`src/hdl/adc_seq_pkg.sv`:
```
// shared constants and types for the converter sequencer and its dma feed
package adc_seq_pkg;
	localparam int CLK_HZ      = 100_000_000;
	localparam int RATE10_SPS  = 1_100_000;
	localparam int RATE12_SPS  = 500_000;
	// least spacing between sample starts, rounded up to whole cycles
	localparam int PACE10_CYC  = (CLK_HZ + RATE10_SPS - 1) / RATE10_SPS;
	localparam int PACE12_CYC  = (CLK_HZ + RATE12_SPS - 1) / RATE12_SPS;

	localparam int NUM_INPUTS  = 13;
	localparam int NUM_SH      = 4;
	localparam int BUF_WORDS   = 16;

	// register offsets (byte addresses)
	localparam logic [7:0] OFS_CTRL1  = 8'h00;
	localparam logic [7:0] OFS_CTRL2  = 8'h04;
	localparam logic [7:0] OFS_CTRL3  = 8'h08;
	localparam logic [7:0] OFS_PCFG   = 8'h0c;
	localparam logic [7:0] OFS_CHSEL  = 8'h10;
	localparam logic [7:0] OFS_STATUS = 8'h14;
	localparam logic [7:0] OFS_MASK   = 8'h18;
	localparam logic [7:0] OFS_DMACFG = 8'h1c;
	localparam logic [7:0] OFS_BUF    = 8'h40;

	// converter_control_one fields
	localparam int C1_ON       = 15;
	localparam int C1_BUILD    = 12;
	localparam int C1_RES      = 10;
	localparam int C1_FORM_LO  = 8;
	localparam int C1_TRIG_LO  = 5;
	localparam int C1_START    = 1;
	localparam logic [15:0] C1_WMASK = 16'h97e0;
	// converter_control_two fields
	localparam int C2_VREF_LO  = 13;
	localparam int C2_SCAN     = 10;
	localparam int C2_CHPS_LO  = 8;
	localparam int C2_SAMPLES_PER_POINTER_INCREMENT_LO  = 2;
	// converter_control_three fields
	localparam int C3_SAMC_LO  = 8;
	localparam int C3_DIV_LO   = 0;
	// status and mask fields
	localparam int ST_DONE     = 0;
	localparam int ST_OVF      = 1;
	localparam int ST_BUSY     = 8;

	localparam logic [15:0] CTRL_RESET = 16'h0000;

	// trigger sources
	localparam logic [2:0] TRIG_MANUAL = 3'h0;
	localparam logic [2:0] TRIG_EXT    = 3'h1;
	localparam logic [2:0] TRIG_AUTO   = 3'h7;

	// result formats
	localparam logic [1:0] FORM_UINT   = 2'h0;
	localparam logic [1:0] FORM_SINT   = 2'h1;
	localparam logic [1:0] FORM_FRAC   = 2'h2;

	// comparator sync latency plus one settle cycle per bit decision
	localparam logic [8:0] SAR_SETTLE  = 9'h003;

	typedef enum logic [1:0] {SEQ_IDLE, SEQ_SAMPLE, SEQ_CONV} seq_state_t;
	typedef enum logic [1:0] {D_IDLE, D_GAP} dma_state_t;
endpackage

```
`src/hdl/adc_dma_if.sv`:
```
// link between the converter and the dma channel that drains its results
`timescale 1ns/1ps
interface adc_dma_if;
	logic        req;
	logic [15:0] addr;
	logic [15:0] data;
	logic        ack;

	modport conv (output req, output addr, output data, input ack);
	modport dma  (input req, input addr, input data, output ack);
endinterface // adc_dma_if

```
`src/hdl/sar_adc_ctrl.sv`:
```
// converter end: registers, sample/convert sequencer, result buffer, dma feed
//
// The placing of the registers and strobed register access were left to the implementer.
`timescale 1ns/1ps
module sar_adc_ctrl import adc_seq_pkg::*; #(
	parameter int BUF_DEPTH = BUF_WORDS
) (
	input  wire logic        clk,
	input  wire logic        reset_n,
	input  wire logic [7:0]  addr,
	input  wire logic [15:0] wdata,
	input  wire logic        wr,
	input  wire logic        rd,
	output logic      [15:0] rdata,
	input  wire logic        trig_pin,
	input  wire logic        cmp_pin,
	output logic      [11:0] dac_code,
	output logic      [3:0]  in_sel,
	output logic      [1:0]  conv_sel,
	output logic      [3:0]  sh_hold,
	output logic      [2:0]  vref_sel,
	output logic      [15:0] pin_analog,
	output logic             irq,
	adc_dma_if.conv          link
);
	localparam int BI_W = $clog2(BUF_DEPTH);

	logic [15:0] c1_r, c1_nxt, c2_r, c2_nxt, c3_r, c3_nxt, pcfg_r, pcfg_nxt;
	logic [3:0]  chsel_r, chsel_nxt;
	logic [1:0]  mask_r, mask_nxt, st_clr;
	logic [2:0]  dcfg_r, dcfg_nxt;
	logic [15:0] rdata_r, rdata_nxt;
	logic        irq_r, start_pulse;
	logic        trig_s1_r, trig_s2_r, trig_s3_r;
	logic [15:0] buf_mem [BUF_DEPTH];
	logic [15:0] addr_mem [BUF_DEPTH];

	seq_state_t  st_r, st_nxt;
	logic [4:0]  samp_r, samp_nxt;
	logic [9:0]  pace_r, pace_nxt;
	logic [1:0]  sh_r, sh_nxt;
	logic [3:0]  hold_r, hold_nxt, insel_r, insel_nxt, scan_r, scan_nxt;
	logic        eng_go_r, eng_go_nxt, done_r, done_nxt, ovf_r, ovf_nxt;
	logic [BI_W-1:0] wr_idx_r, wr_idx_nxt, rd_idx_r, rd_idx_nxt;
	logic [BI_W:0]   pend_r, pend_nxt;
	logic [3:0]  samples_per_pointer_increment_r, samples_per_pointer_increment_nxt;
	logic [15:0] ptr_r, ptr_nxt;
	logic        req_r, req_nxt;
	logic [15:0] daddr_r, daddr_nxt, ddata_r, ddata_nxt;
	logic        buf_we, pop, trig, eng_done;
	logic [15:0] buf_wdata, buf_waddr, blk_mask;
	logic [11:0] eng_res;
	logic [2:0]  nsh;
	logic [3:0]  conv_in;

	function automatic logic [3:0] next_scan(input logic [3:0] cur,
		input logic [15:0] en);
		logic [3:0] c;
		next_scan = cur;
		c = cur;
		for (int i = 0; i < NUM_INPUTS; i++) begin
			c = (c == 4'(NUM_INPUTS - 1)) ? 4'h0 : c + 4'h1;
			if (en[c] && next_scan == cur)
				next_scan = c;
		end
	endfunction

	function automatic logic [15:0] fmt(input logic [11:0] raw,
		input logic [1:0] form, input logic res12);
		logic [15:0] half;
		half = res12 ? 16'h0800 : 16'h0200;
		if (form == FORM_SINT)
			fmt = {4'h0, raw} - half;
		else if (form == FORM_FRAC)
			fmt = res12 ? {raw, 4'h0} : {raw[9:0], 6'h00};
		else
			fmt = {4'h0, raw};
	endfunction

	////////////////////////////////////////////////////////////////////////
	// register file

	always_comb begin
		c1_nxt      = c1_r;
		c2_nxt      = c2_r;
		c3_nxt      = c3_r;
		pcfg_nxt    = pcfg_r;
		chsel_nxt   = chsel_r;
		mask_nxt    = mask_r;
		dcfg_nxt    = dcfg_r;
		rdata_nxt   = 16'h0000;
		st_clr      = 2'h0;
		start_pulse = 1'b0;
		if (wr) begin
			if (addr == OFS_CTRL1) begin
				c1_nxt = wdata & C1_WMASK;
				// a live module keeps its resolution
				if (c1_r[C1_ON])
					c1_nxt[C1_RES] = c1_r[C1_RES];
				start_pulse = wdata[C1_START];
			end else if (addr == OFS_CTRL2) begin
				c2_nxt = wdata;
			end else if (addr == OFS_CTRL3) begin
				c3_nxt = wdata;
			end else if (addr == OFS_PCFG) begin
				pcfg_nxt = {3'h0, wdata[NUM_INPUTS-1:0]};
			end else if (addr == OFS_CHSEL) begin
				chsel_nxt = (wdata[3:0] < 4'(NUM_INPUTS)) ? wdata[3:0]
					: chsel_r;
			end else if (addr == OFS_STATUS) begin
				st_clr = wdata[1:0];
			end else if (addr == OFS_MASK) begin
				mask_nxt = wdata[1:0];
			end else if (addr == OFS_DMACFG) begin
				dcfg_nxt = wdata[2:0];
			end
		end
		if (rd) begin
			if (addr == OFS_CTRL1)
				rdata_nxt = c1_r;
			else if (addr == OFS_CTRL2)
				rdata_nxt = c2_r;
			else if (addr == OFS_CTRL3)
				rdata_nxt = c3_r;
			else if (addr == OFS_PCFG)
				rdata_nxt = pcfg_r;
			else if (addr == OFS_CHSEL)
				rdata_nxt = {12'h000, chsel_r};
			else if (addr == OFS_STATUS)
				rdata_nxt = {7'h00, st_r != SEQ_IDLE, 6'h00, ovf_r, done_r};
			else if (addr == OFS_MASK)
				rdata_nxt = {14'h0000, mask_r};
			else if (addr == OFS_DMACFG)
				rdata_nxt = {13'h0000, dcfg_r};
			else if (addr >= OFS_BUF && addr < OFS_BUF + 8'(4 * BUF_DEPTH))
				rdata_nxt = buf_mem[addr[BI_W+1:2]];
		end
	end

	always_ff @(posedge clk or negedge reset_n) begin
		if (!reset_n) begin
			c1_r    <= CTRL_RESET;
			c2_r    <= CTRL_RESET;
			c3_r    <= CTRL_RESET;
			pcfg_r  <= CTRL_RESET;
			chsel_r <= 4'h0;
			mask_r  <= 2'h0;
			dcfg_r  <= 3'h0;
			rdata_r <= 16'h0000;
			irq_r   <= 1'b0;
		end else begin
			c1_r    <= c1_nxt;
			c2_r    <= c2_nxt;
			c3_r    <= c3_nxt;
			pcfg_r  <= pcfg_nxt;
			chsel_r <= chsel_nxt;
			mask_r  <= mask_nxt;
			dcfg_r  <= dcfg_nxt;
			rdata_r <= rdata_nxt;
			irq_r   <= |({ovf_nxt, done_nxt} & mask_r);
		end
	end

	////////////////////////////////////////////////////////////////////////
	// sequencer and dma feed

	sar_step u_sar (
		.clk      (clk),
		.reset_n  (reset_n),
		.start    (eng_go_r),
		.res12    (c1_r[C1_RES]),
		.div      (c3_r[C3_DIV_LO +: 8]),
		.cmp_pin  (cmp_pin),
		.busy     (),
		.done     (eng_done),
		.result   (eng_res),
		.dac_code (dac_code)
	);

	always_comb begin
		st_nxt     = st_r;
		samp_nxt   = samp_r;
		pace_nxt   = (pace_r != 10'h000) ? pace_r - 10'h001 : pace_r;
		sh_nxt     = sh_r;
		hold_nxt   = hold_r;
		insel_nxt  = insel_r;
		scan_nxt   = scan_r;
		eng_go_nxt = 1'b0;
		samples_per_pointer_increment_nxt   = samples_per_pointer_increment_r;
		ptr_nxt    = ptr_r;
		buf_we     = 1'b0;
		// twelve-bit mode has one hold; otherwise one, two or four
		nsh = c1_r[C1_RES] ? 3'h1 : (c2_r[C2_CHPS_LO +: 2] == 2'h0) ? 3'h1
			: (c2_r[C2_CHPS_LO +: 2] == 2'h1) ? 3'h2 : 3'h4;
		conv_in   = (sh_r == 2'h0) ? insel_r : {2'h0, sh_r};
		blk_mask  = (16'h0001 << dcfg_r) - 16'h0001;
		buf_wdata = fmt(eng_res, c1_r[C1_FORM_LO +: 2], c1_r[C1_RES]);
		buf_waddr = c1_r[C1_BUILD] ? 16'(wr_idx_r)
			: (16'(conv_in) << dcfg_r) | (ptr_r & blk_mask);
		case (c1_r[C1_TRIG_LO +: 3])
			TRIG_MANUAL: trig = start_pulse;
			TRIG_EXT:    trig = trig_s2_r & ~trig_s3_r;
			TRIG_AUTO:   trig = 1'b1;
			default:     trig = 1'b0;
		endcase
		case (st_r)
			SEQ_IDLE: begin
				if (c1_r[C1_ON] && trig && pace_r == 10'h000) begin
					st_nxt    = SEQ_SAMPLE;
					samp_nxt  = (c3_r[C3_SAMC_LO +: 5] == 5'h00) ? 5'h01
						: c3_r[C3_SAMC_LO +: 5];
					insel_nxt = c2_r[C2_SCAN] ? scan_r : chsel_r;
					pace_nxt  = c1_r[C1_RES] ? 10'(PACE12_CYC)
						: 10'(PACE10_CYC * nsh);
				end
			end
			SEQ_SAMPLE: begin
				samp_nxt = samp_r - 5'h01;
				if (samp_r == 5'h01) begin
					// all active holds close on the same edge
					hold_nxt   = 4'((5'h01 << nsh) - 5'h01);
					sh_nxt     = 2'h0;
					eng_go_nxt = 1'b1;
					st_nxt     = SEQ_CONV;
				end
			end
			SEQ_CONV: begin
				if (eng_done) begin
					buf_we     = 1'b1;
					if (samples_per_pointer_increment_r == c2_r[C2_SAMPLES_PER_POINTER_INCREMENT_LO +: 4]) begin
						samples_per_pointer_increment_nxt = 4'h0;
						ptr_nxt  = ptr_r + 16'h0001;
					end else begin
						samples_per_pointer_increment_nxt = samples_per_pointer_increment_r + 4'h1;
					end
					if (3'(sh_r) + 3'h1 < nsh) begin
						sh_nxt     = sh_r + 2'h1;
						eng_go_nxt = 1'b1;
					end else begin
						hold_nxt = 4'h0;
						sh_nxt   = 2'h0;
						// the scan pointer moves only in scan mode
						if (c2_r[C2_SCAN])
							scan_nxt = next_scan(scan_r, pcfg_r);
						st_nxt   = SEQ_IDLE;
					end
				end
			end
			default: st_nxt = SEQ_IDLE;
		endcase
		if (!c1_r[C1_ON]) begin
			st_nxt   = SEQ_IDLE;
			hold_nxt = 4'h0;
			sh_nxt   = 2'h0;
		end
	end

	// pending queue of results awaiting the dma channel
	always_comb begin
		pop        = link.ack & req_r;
		rd_idx_nxt = rd_idx_r + BI_W'(pop);
		wr_idx_nxt = wr_idx_r;
		pend_nxt   = pend_r - (BI_W+1)'(pop);
		done_nxt   = done_r & ~st_clr[ST_DONE];
		ovf_nxt    = ovf_r & ~st_clr[ST_OVF];
		if (buf_we) begin
			done_nxt = 1'b1;
			if (pend_r == (BI_W+1)'(BUF_DEPTH) && !pop) begin
				ovf_nxt = 1'b1;
			end else begin
				// a dropped result must not move the write slot
				wr_idx_nxt = wr_idx_r + 1'b1;
				pend_nxt   = pend_nxt + 1'b1;
			end
		end
		req_nxt   = pend_nxt != '0;
		ddata_nxt = buf_mem[rd_idx_nxt];
		daddr_nxt = addr_mem[rd_idx_nxt];
		// bypass: the entry being handed over may be written this cycle
		if (wr_idx_nxt != wr_idx_r && wr_idx_r == rd_idx_nxt) begin
			ddata_nxt = buf_wdata;
			daddr_nxt = buf_waddr;
		end
	end

	always_ff @(posedge clk) begin
		// a full queue with no pop this cycle drops the newest result and flags overflow
		if (buf_we && !(pend_r == (BI_W+1)'(BUF_DEPTH) && !pop)) begin
			buf_mem[wr_idx_r]  <= buf_wdata;
			addr_mem[wr_idx_r] <= buf_waddr;
		end
	end

	always_ff @(posedge clk or negedge reset_n) begin
		if (!reset_n) begin
			trig_s1_r <= 1'b0;
			trig_s2_r <= 1'b0;
			trig_s3_r <= 1'b0;
			st_r      <= SEQ_IDLE;
			samp_r    <= 5'h00;
			pace_r    <= 10'h000;
			sh_r      <= 2'h0;
			hold_r    <= 4'h0;
			insel_r   <= 4'h0;
			scan_r    <= 4'h0;
			eng_go_r  <= 1'b0;
			wr_idx_r  <= '0;
			rd_idx_r  <= '0;
			pend_r    <= '0;
			samples_per_pointer_increment_r    <= 4'h0;
			ptr_r     <= 16'h0000;
			done_r    <= 1'b0;
			ovf_r     <= 1'b0;
			req_r     <= 1'b0;
			daddr_r   <= 16'h0000;
			ddata_r   <= 16'h0000;
		end else begin
			trig_s1_r <= trig_pin;
			trig_s2_r <= trig_s1_r;
			trig_s3_r <= trig_s2_r;
			st_r      <= st_nxt;
			samp_r    <= samp_nxt;
			pace_r    <= pace_nxt;
			sh_r      <= sh_nxt;
			hold_r    <= hold_nxt;
			insel_r   <= insel_nxt;
			scan_r    <= scan_nxt;
			eng_go_r  <= eng_go_nxt;
			wr_idx_r  <= wr_idx_nxt;
			rd_idx_r  <= rd_idx_nxt;
			pend_r    <= pend_nxt;
			samples_per_pointer_increment_r    <= samples_per_pointer_increment_nxt;
			ptr_r     <= ptr_nxt;
			done_r    <= done_nxt;
			ovf_r     <= ovf_nxt;
			req_r     <= req_nxt;
			daddr_r   <= daddr_nxt;
			ddata_r   <= ddata_nxt;
		end
	end

	assign rdata      = rdata_r;
	assign in_sel     = insel_r;
	assign conv_sel   = sh_r;
	assign sh_hold    = hold_r;
	assign vref_sel   = c2_r[C2_VREF_LO +: 3];
	assign pin_analog = pcfg_r;
	assign irq        = irq_r;
	assign link.req   = req_r;
	assign link.addr  = daddr_r;
	assign link.data  = ddata_r;
endmodule // sar_adc_ctrl

```
`src/hdl/sar_step.sv`:
```
// successive approximation bit walker driving the dac code
`timescale 1ns/1ps
module sar_step import adc_seq_pkg::*; (
	input  wire logic        clk,
	input  wire logic        reset_n,
	input  wire logic        start,
	input  wire logic        res12,
	input  wire logic [7:0]  div,
	input  wire logic        cmp_pin,
	output logic             busy,
	output logic             done,
	output logic [11:0]      result,
	output logic [11:0]      dac_code
);
	logic        cmp_s1_r, cmp_s2_r;
	logic        run_r, run_nxt;
	logic [3:0]  bit_r, bit_nxt;
	logic [8:0]  wait_r, wait_nxt;
	logic [11:0] dac_r, dac_nxt;
	logic [11:0] res_r, res_nxt;
	logic        done_r, done_nxt;
	logic [11:0] trial;
	logic [3:0]  top;

	always_comb begin
		run_nxt  = run_r;
		bit_nxt  = bit_r;
		wait_nxt = wait_r;
		dac_nxt  = dac_r;
		res_nxt  = res_r;
		done_nxt = 1'b0;
		trial    = dac_r;
		top      = res12 ? 4'hb : 4'h9;
		if (!run_r) begin
			if (start) begin
				run_nxt  = 1'b1;
				bit_nxt  = top;
				dac_nxt  = 12'h001 << top;
				wait_nxt = {1'b0, div} + SAR_SETTLE;
			end
		end else if (wait_r != 9'h000) begin
			wait_nxt = wait_r - 9'h001;
		end else begin
			// comparator low means the input sits below the trial code
			if (!cmp_s2_r)
				trial[bit_r] = 1'b0;
			if (bit_r == 4'h0) begin
				run_nxt  = 1'b0;
				done_nxt = 1'b1;
				res_nxt  = trial;
				dac_nxt  = trial;
			end else begin
				bit_nxt  = bit_r - 4'h1;
				dac_nxt  = trial | (12'h001 << (bit_r - 4'h1));
				wait_nxt = {1'b0, div} + SAR_SETTLE;
			end
		end
	end

	always_ff @(posedge clk or negedge reset_n) begin
		if (!reset_n) begin
			cmp_s1_r <= 1'b0;
			cmp_s2_r <= 1'b0;
			run_r    <= 1'b0;
			bit_r    <= 4'h0;
			wait_r   <= 9'h000;
			dac_r    <= 12'h000;
			res_r    <= 12'h000;
			done_r   <= 1'b0;
		end else begin
			cmp_s1_r <= cmp_pin;
			cmp_s2_r <= cmp_s1_r;
			run_r    <= run_nxt;
			bit_r    <= bit_nxt;
			wait_r   <= wait_nxt;
			dac_r    <= dac_nxt;
			res_r    <= res_nxt;
			done_r   <= done_nxt;
		end
	end

	assign busy     = run_r;
	assign done     = done_r;
	assign result   = res_r;
	assign dac_code = dac_r;
endmodule // sar_step

```
`src/flat_wrapper.sv`:
```
// flat-port wrapper written by rule: the top's interface ports become plain ports
module sar_adc_ctrl_flat import adc_seq_pkg::*;
#(
	parameter int BUF_DEPTH = BUF_WORDS
)
  (clk, reset_n, addr, wdata, wr, rd, rdata, trig_pin, cmp_pin, dac_code, in_sel, conv_sel, sh_hold, vref_sel, pin_analog, irq, link_req, link_addr, link_data, link_ack);
  adc_dma_if link_i ();
  input  wire logic clk;
  input  wire logic reset_n;
  input  wire logic [7:0] addr;
  input  wire logic [15:0] wdata;
  input  wire logic wr;
  input  wire logic rd;
  output logic      [15:0] rdata;
  input  wire logic trig_pin;
  input  wire logic cmp_pin;
  output logic      [11:0] dac_code;
  output logic      [3:0] in_sel;
  output logic      [1:0] conv_sel;
  output logic      [3:0] sh_hold;
  output logic      [2:0] vref_sel;
  output logic      [15:0] pin_analog;
  output logic irq;
  output wire logic [$bits(link_i.req)-1:0] link_req;
  output wire logic [$bits(link_i.addr)-1:0] link_addr;
  output wire logic [$bits(link_i.data)-1:0] link_data;
  input wire logic [$bits(link_i.ack)-1:0] link_ack;
  assign link_req = link_i.req;
  assign link_addr = link_i.addr;
  assign link_data = link_i.data;
  assign link_i.ack = link_ack;
  sar_adc_ctrl #(.BUF_DEPTH(BUF_DEPTH)) u_core (.clk(clk), .reset_n(reset_n), .addr(addr), .wdata(wdata), .wr(wr), .rd(rd), .rdata(rdata), .trig_pin(trig_pin), .cmp_pin(cmp_pin), .dac_code(dac_code), .in_sel(in_sel), .conv_sel(conv_sel), .sh_hold(sh_hold), .vref_sel(vref_sel), .pin_analog(pin_analog), .irq(irq), .link(link_i));
endmodule
```
`config.mk`:
```
export PLATFORM = sky130hd
export DESIGN_NAME = sar_adc_ctrl_flat
export DESIGN_NICKNAME = d
export VERILOG_FILES = /design/src/hdl/adc_seq_pkg.sv /design/src/hdl/adc_dma_if.sv /design/src/hdl/sar_adc_ctrl.sv /design/src/hdl/sar_step.sv /design/src/flat_wrapper.sv
export SDC_FILE = /design/constraint.sdc
export NUM_CORES = 1
export LEC_CHECK = 0
export BUFFER_PORTS_ARGS = -buffer_cell sky130_fd_sc_hd__buf_4
export CAP_MARGIN = 10
export CORE_UTILIZATION = 55
export DETAILED_ROUTE_END_ITERATION = 7
export PLACE_DENSITY = 0.78
export SLEW_MARGIN = 20
export SYNTH_ARGS = -nofsm -noshare
export SYNTH_HDL_FRONTEND = slang
export SYNTH_SLANG_ARGS = --single-unit
```
`constraint.sdc`:
```
create_clock -name clk -period 17.8 [get_ports clk]
set_input_delay 0.89 -clock clk [delete_from_list [all_inputs] [get_ports clk]]
set_output_delay 0.89 -clock clk [all_outputs]
set_load 0.01 [all_outputs]
```
==> results.md <==
- Fin. Hold Viols: 0
- Vias: around 28k
- Slew margin rel.: a little under a quarter
- Tightest Pin Transition: between 1 and 1.5 ns
- Most common cell in the netlist: edfxtp_1
- CP max-delay cell: and4_1
- Synth Area per Inst: roughly 13 µm²
- Register area: approximately 21000 µm²
- Global-route wire length before repair: 173000 µm
- Most Frequent Cell on Critical Path: ha_1
- Reg clk slew, reported paths: 0.07 ns
- CTS root buffer: clkbuf_16
- Initial antenna violation count: 3
- Final period util: approximately 84%
- CTS tree: built
- Area grow syn2layout: 11.8%
- Worst setup EP type: register
- Crit Path Max Fanout: 18
- End-of-flow core utilization: ~62%
- Share of the synthesized area in the top cell type: between 30% and 40%
- Chip height: approximately 270 µm
- Ys flop type: edfxtp_1
- Synth cell count leaders: edfxtp_1, mux4_2, nand2_1, dfrtp_1, o21ai_0
- Inst Count DP: between 3k and 4k
- Vias per Instance: approximately 7
- Post-Synthesis Cells: roughly 2.9k
- LEAKAGE: 16.9 nW
- Req. time, crit path: ~18 ns
- Initial Utilization: a little under three fifths
- Cell variety after synth: between 100 and 150
- DRT Pass-1 Iters: 8
- Clock Skew: between 0.03 and 0.04 ns
- Detailed Route WL: 116000 µm
- Grt total ovfl: 0
- Worst-Skew Late Latency: 0.64 ns
- Minimum clock period: roughly 15 ns
- R2R depth: 50
- Ys Warns: 0
- Routed Antenna Nets: 0
- Synthesized area: between 30000 and 40000 µm²
- Max Cap Viol: 0
- Register area share after synthesis: between 50% and 60%
- Number of synthesized register bits: roughly 740
- Final Power: 4.66 mW
- RSZ-0062 raised after global routing: no
- EDFF count, synth: about 510
- Footprint of the multi-input gates: ~17000 µm²
- Row count: between 90 and 100
- PostCTS Resize Cnt: 0
- Num CTS Buffers: 74
- Hpwl dp: 73800 µm
- Post-Place Setup Slack: 3.11 ns
- Setup Buffers After CTS: 0
- Worst VDD drop: 0.162 mV
- Residual DRC: 1
- Crit start category: register
- Die X: 269 µm
- Fin. max-slew vios: 0
- Io pins: roughly 120
- Nets: about 3.1k
- Max Root-Sink Buffers: 3
- Iter 0 DRT Violations: ~3.7k
- Critical path class: reg2reg
- DIE AREA: 72300 µm²
- # fillers: 5118
- Htree depth: 3
- Post-synthesis async set-or-reset flop share: a little under a third
- Power Density: around 110 nW/µm²
- Top post-synthesis cells by area: edfxtp_1, mux4_2, dfrtp_1, mux2_2, ha_1
- Wire length per cell: around 29 µm
- CP max stage delay: 0.70 ns
- Hold buffers post-CTS: 0
- All-Layer GR Usage: roughly 32%
- Achievable clock frequency: 66.7 MHz
- Status: finished, violations left
- Share of cells above drive strength 1: between 20% and 30%
- Core area: 70300 µm²
- Input/output buffers: around 120
- CTS Sinks: between 700 and 800
- Final setup margin: about 2.8 ns
- Post-Layout Cell Count: 4029
- Failing checks: design-rule violations
- Count of final setup violators: 0
- Gpl congestion: ~0.93
- Pin count of the biggest net entering global routing: 94
- Worst EP arrival: roughly 15 ns
- Leading area contributor after synthesis: edfxtp_1
- Fin Setup TNS: 0 ns
- Vias in the first global route: between 20k and 30k
- HP Class: in2async
## per-stage QoR
step	cell area (µm²)	hold WS, ns
global placement	41300	0.337
global route	43800	0.346
finish	43800	0.292
detailed placement	41300	0.336
CTS	43800	0.311
floorplan	39300	0.331
## power breakdown
group          leakage [nW]  total, mW  switching, mW  internal [mW]
clock network          1.20       1.58          0.687          0.894
logic                  7.35       1.18          0.631          0.552
registers              8.38       1.89         0.0290           1.87
total                  16.9       4.66           1.35           3.31
## layout by cell type (no fill, tap or decap), drive strengths merged, types with 26 or more instances in the layout
| cell type | netlist | final |
|---|---|---|
| a21oi | 108 | 108 |
| a31oi | 38 | 38 |
| buf | 65 | 191 |
| clkbuf | 119 | 92 |
| clkinv | 3 | 30 |
| conb | 1 | 37 |
| dfrtp | 223 | 223 |
| edfxtp | 512 | 512 |
| ha | 71 | 71 |
| inv | 91 | 95 |
| mux2 | 106 | 106 |
| mux2i | 57 | 57 |
| mux4 | 254 | 254 |
| nand2 | 229 | 229 |
| nand2b | 27 | 27 |
| nand3 | 67 | 67 |
| nor2 | 145 | 145 |
| nor3 | 57 | 57 |
| o21ai | 158 | 158 |
| o31ai | 26 | 26 |
| xnor2 | 50 | 50 |
| xor2 | 27 | 27 |
## flip-flops by register name, summed over array words and instances (netlist names), 5 cells and up
| name | count |
|---|---|
| u_core.pace_r | 10 |
| u_core.u_sar.wait_r | 9 |
| u_core.rdata | 16 |
| u_core.link.data | 16 |
| u_core.ptr_r | 16 |
| u_core.pin_analog | 13 |
| u_core.link.addr | 16 |
| u_core.u_sar.dac_code | 12 |
| u_core.c3_r | 16 |
| u_core.c1_r | 8 |
| u_core.samp_r | 5 |
| u_core.buf_mem | 256 |
| u_core.pend_r | 5 |
| u_core.c2_r | 16 |
| u_core.u_sar.result | 12 |
| u_core.addr_mem | 256 |
## path summary, 6_finish.rpt
path	endpoint	start	slack, ns
setup / recovery	u_core.scan_r[0]	u_core.scan_r[1]	2.80
hold / removal	u_core.link.addr[11]	reset_n	0.29
setup reg to reg	u_core.scan_r[0]	u_core.scan_r[1]	2.80
hold reg to reg	u_core.u_sar.cmp_s2_r	u_core.u_sar.cmp_s1_r	0.35
max in group asynchronous	u_core.c3_r[6]	reset_n	15.29
min in group clk	u_core.u_sar.cmp_s2_r	u_core.u_sar.cmp_s1_r	0.35
## worst max-delay path, delay by kind of cell (launching register included)
kind / cells / cell delay (ns)
adders and majority gates: 11 / 3.36
AOI/OAI and AO/OA: 22 / 6.85
DFF: 1 / 0.35
and+or+nand+nor: 7 / 1.84
muxes: 1 / 0.56
buffers and inverters: 9 / 1.83
## kinds of logic (layout without fill, tap and decap cells)
logic type	after synthesis	count (layout)	share of synthesized area, %
flops	735	735	53.5
simple gates	701	701	8.78
compound gates	629	629	11.5
mux	417	417	19.2
buf+inv	278	419	2.96
xor+xnor	77	77	1.74
fa+ha+maj	73	73	2.37
other cells	1	38	0.00957
## cell type report
type	count	share of cell area [%]
sequential	735	47.8
clock inverter	42	1.16
multi-input combinational	1934	39.7
tap	940	2.68
antenna	1	0.00571
clock buffer	92	4.52
inverter	94	0.805
timing repair buffer	191	3.29
## layer usage
layer / up-vias / share of wire, % / GRT usage, %
met1: 14155 / 37 / 42.8
met2: 1882 / 48 / 52.6
met3: 374 / 10 / 5.99
li1: 11682 / - / -
met5: - / 0 / 0
met4: 0 / 4.3 / 13.2
Note: power is estimated with default switching activity, not from simulation.
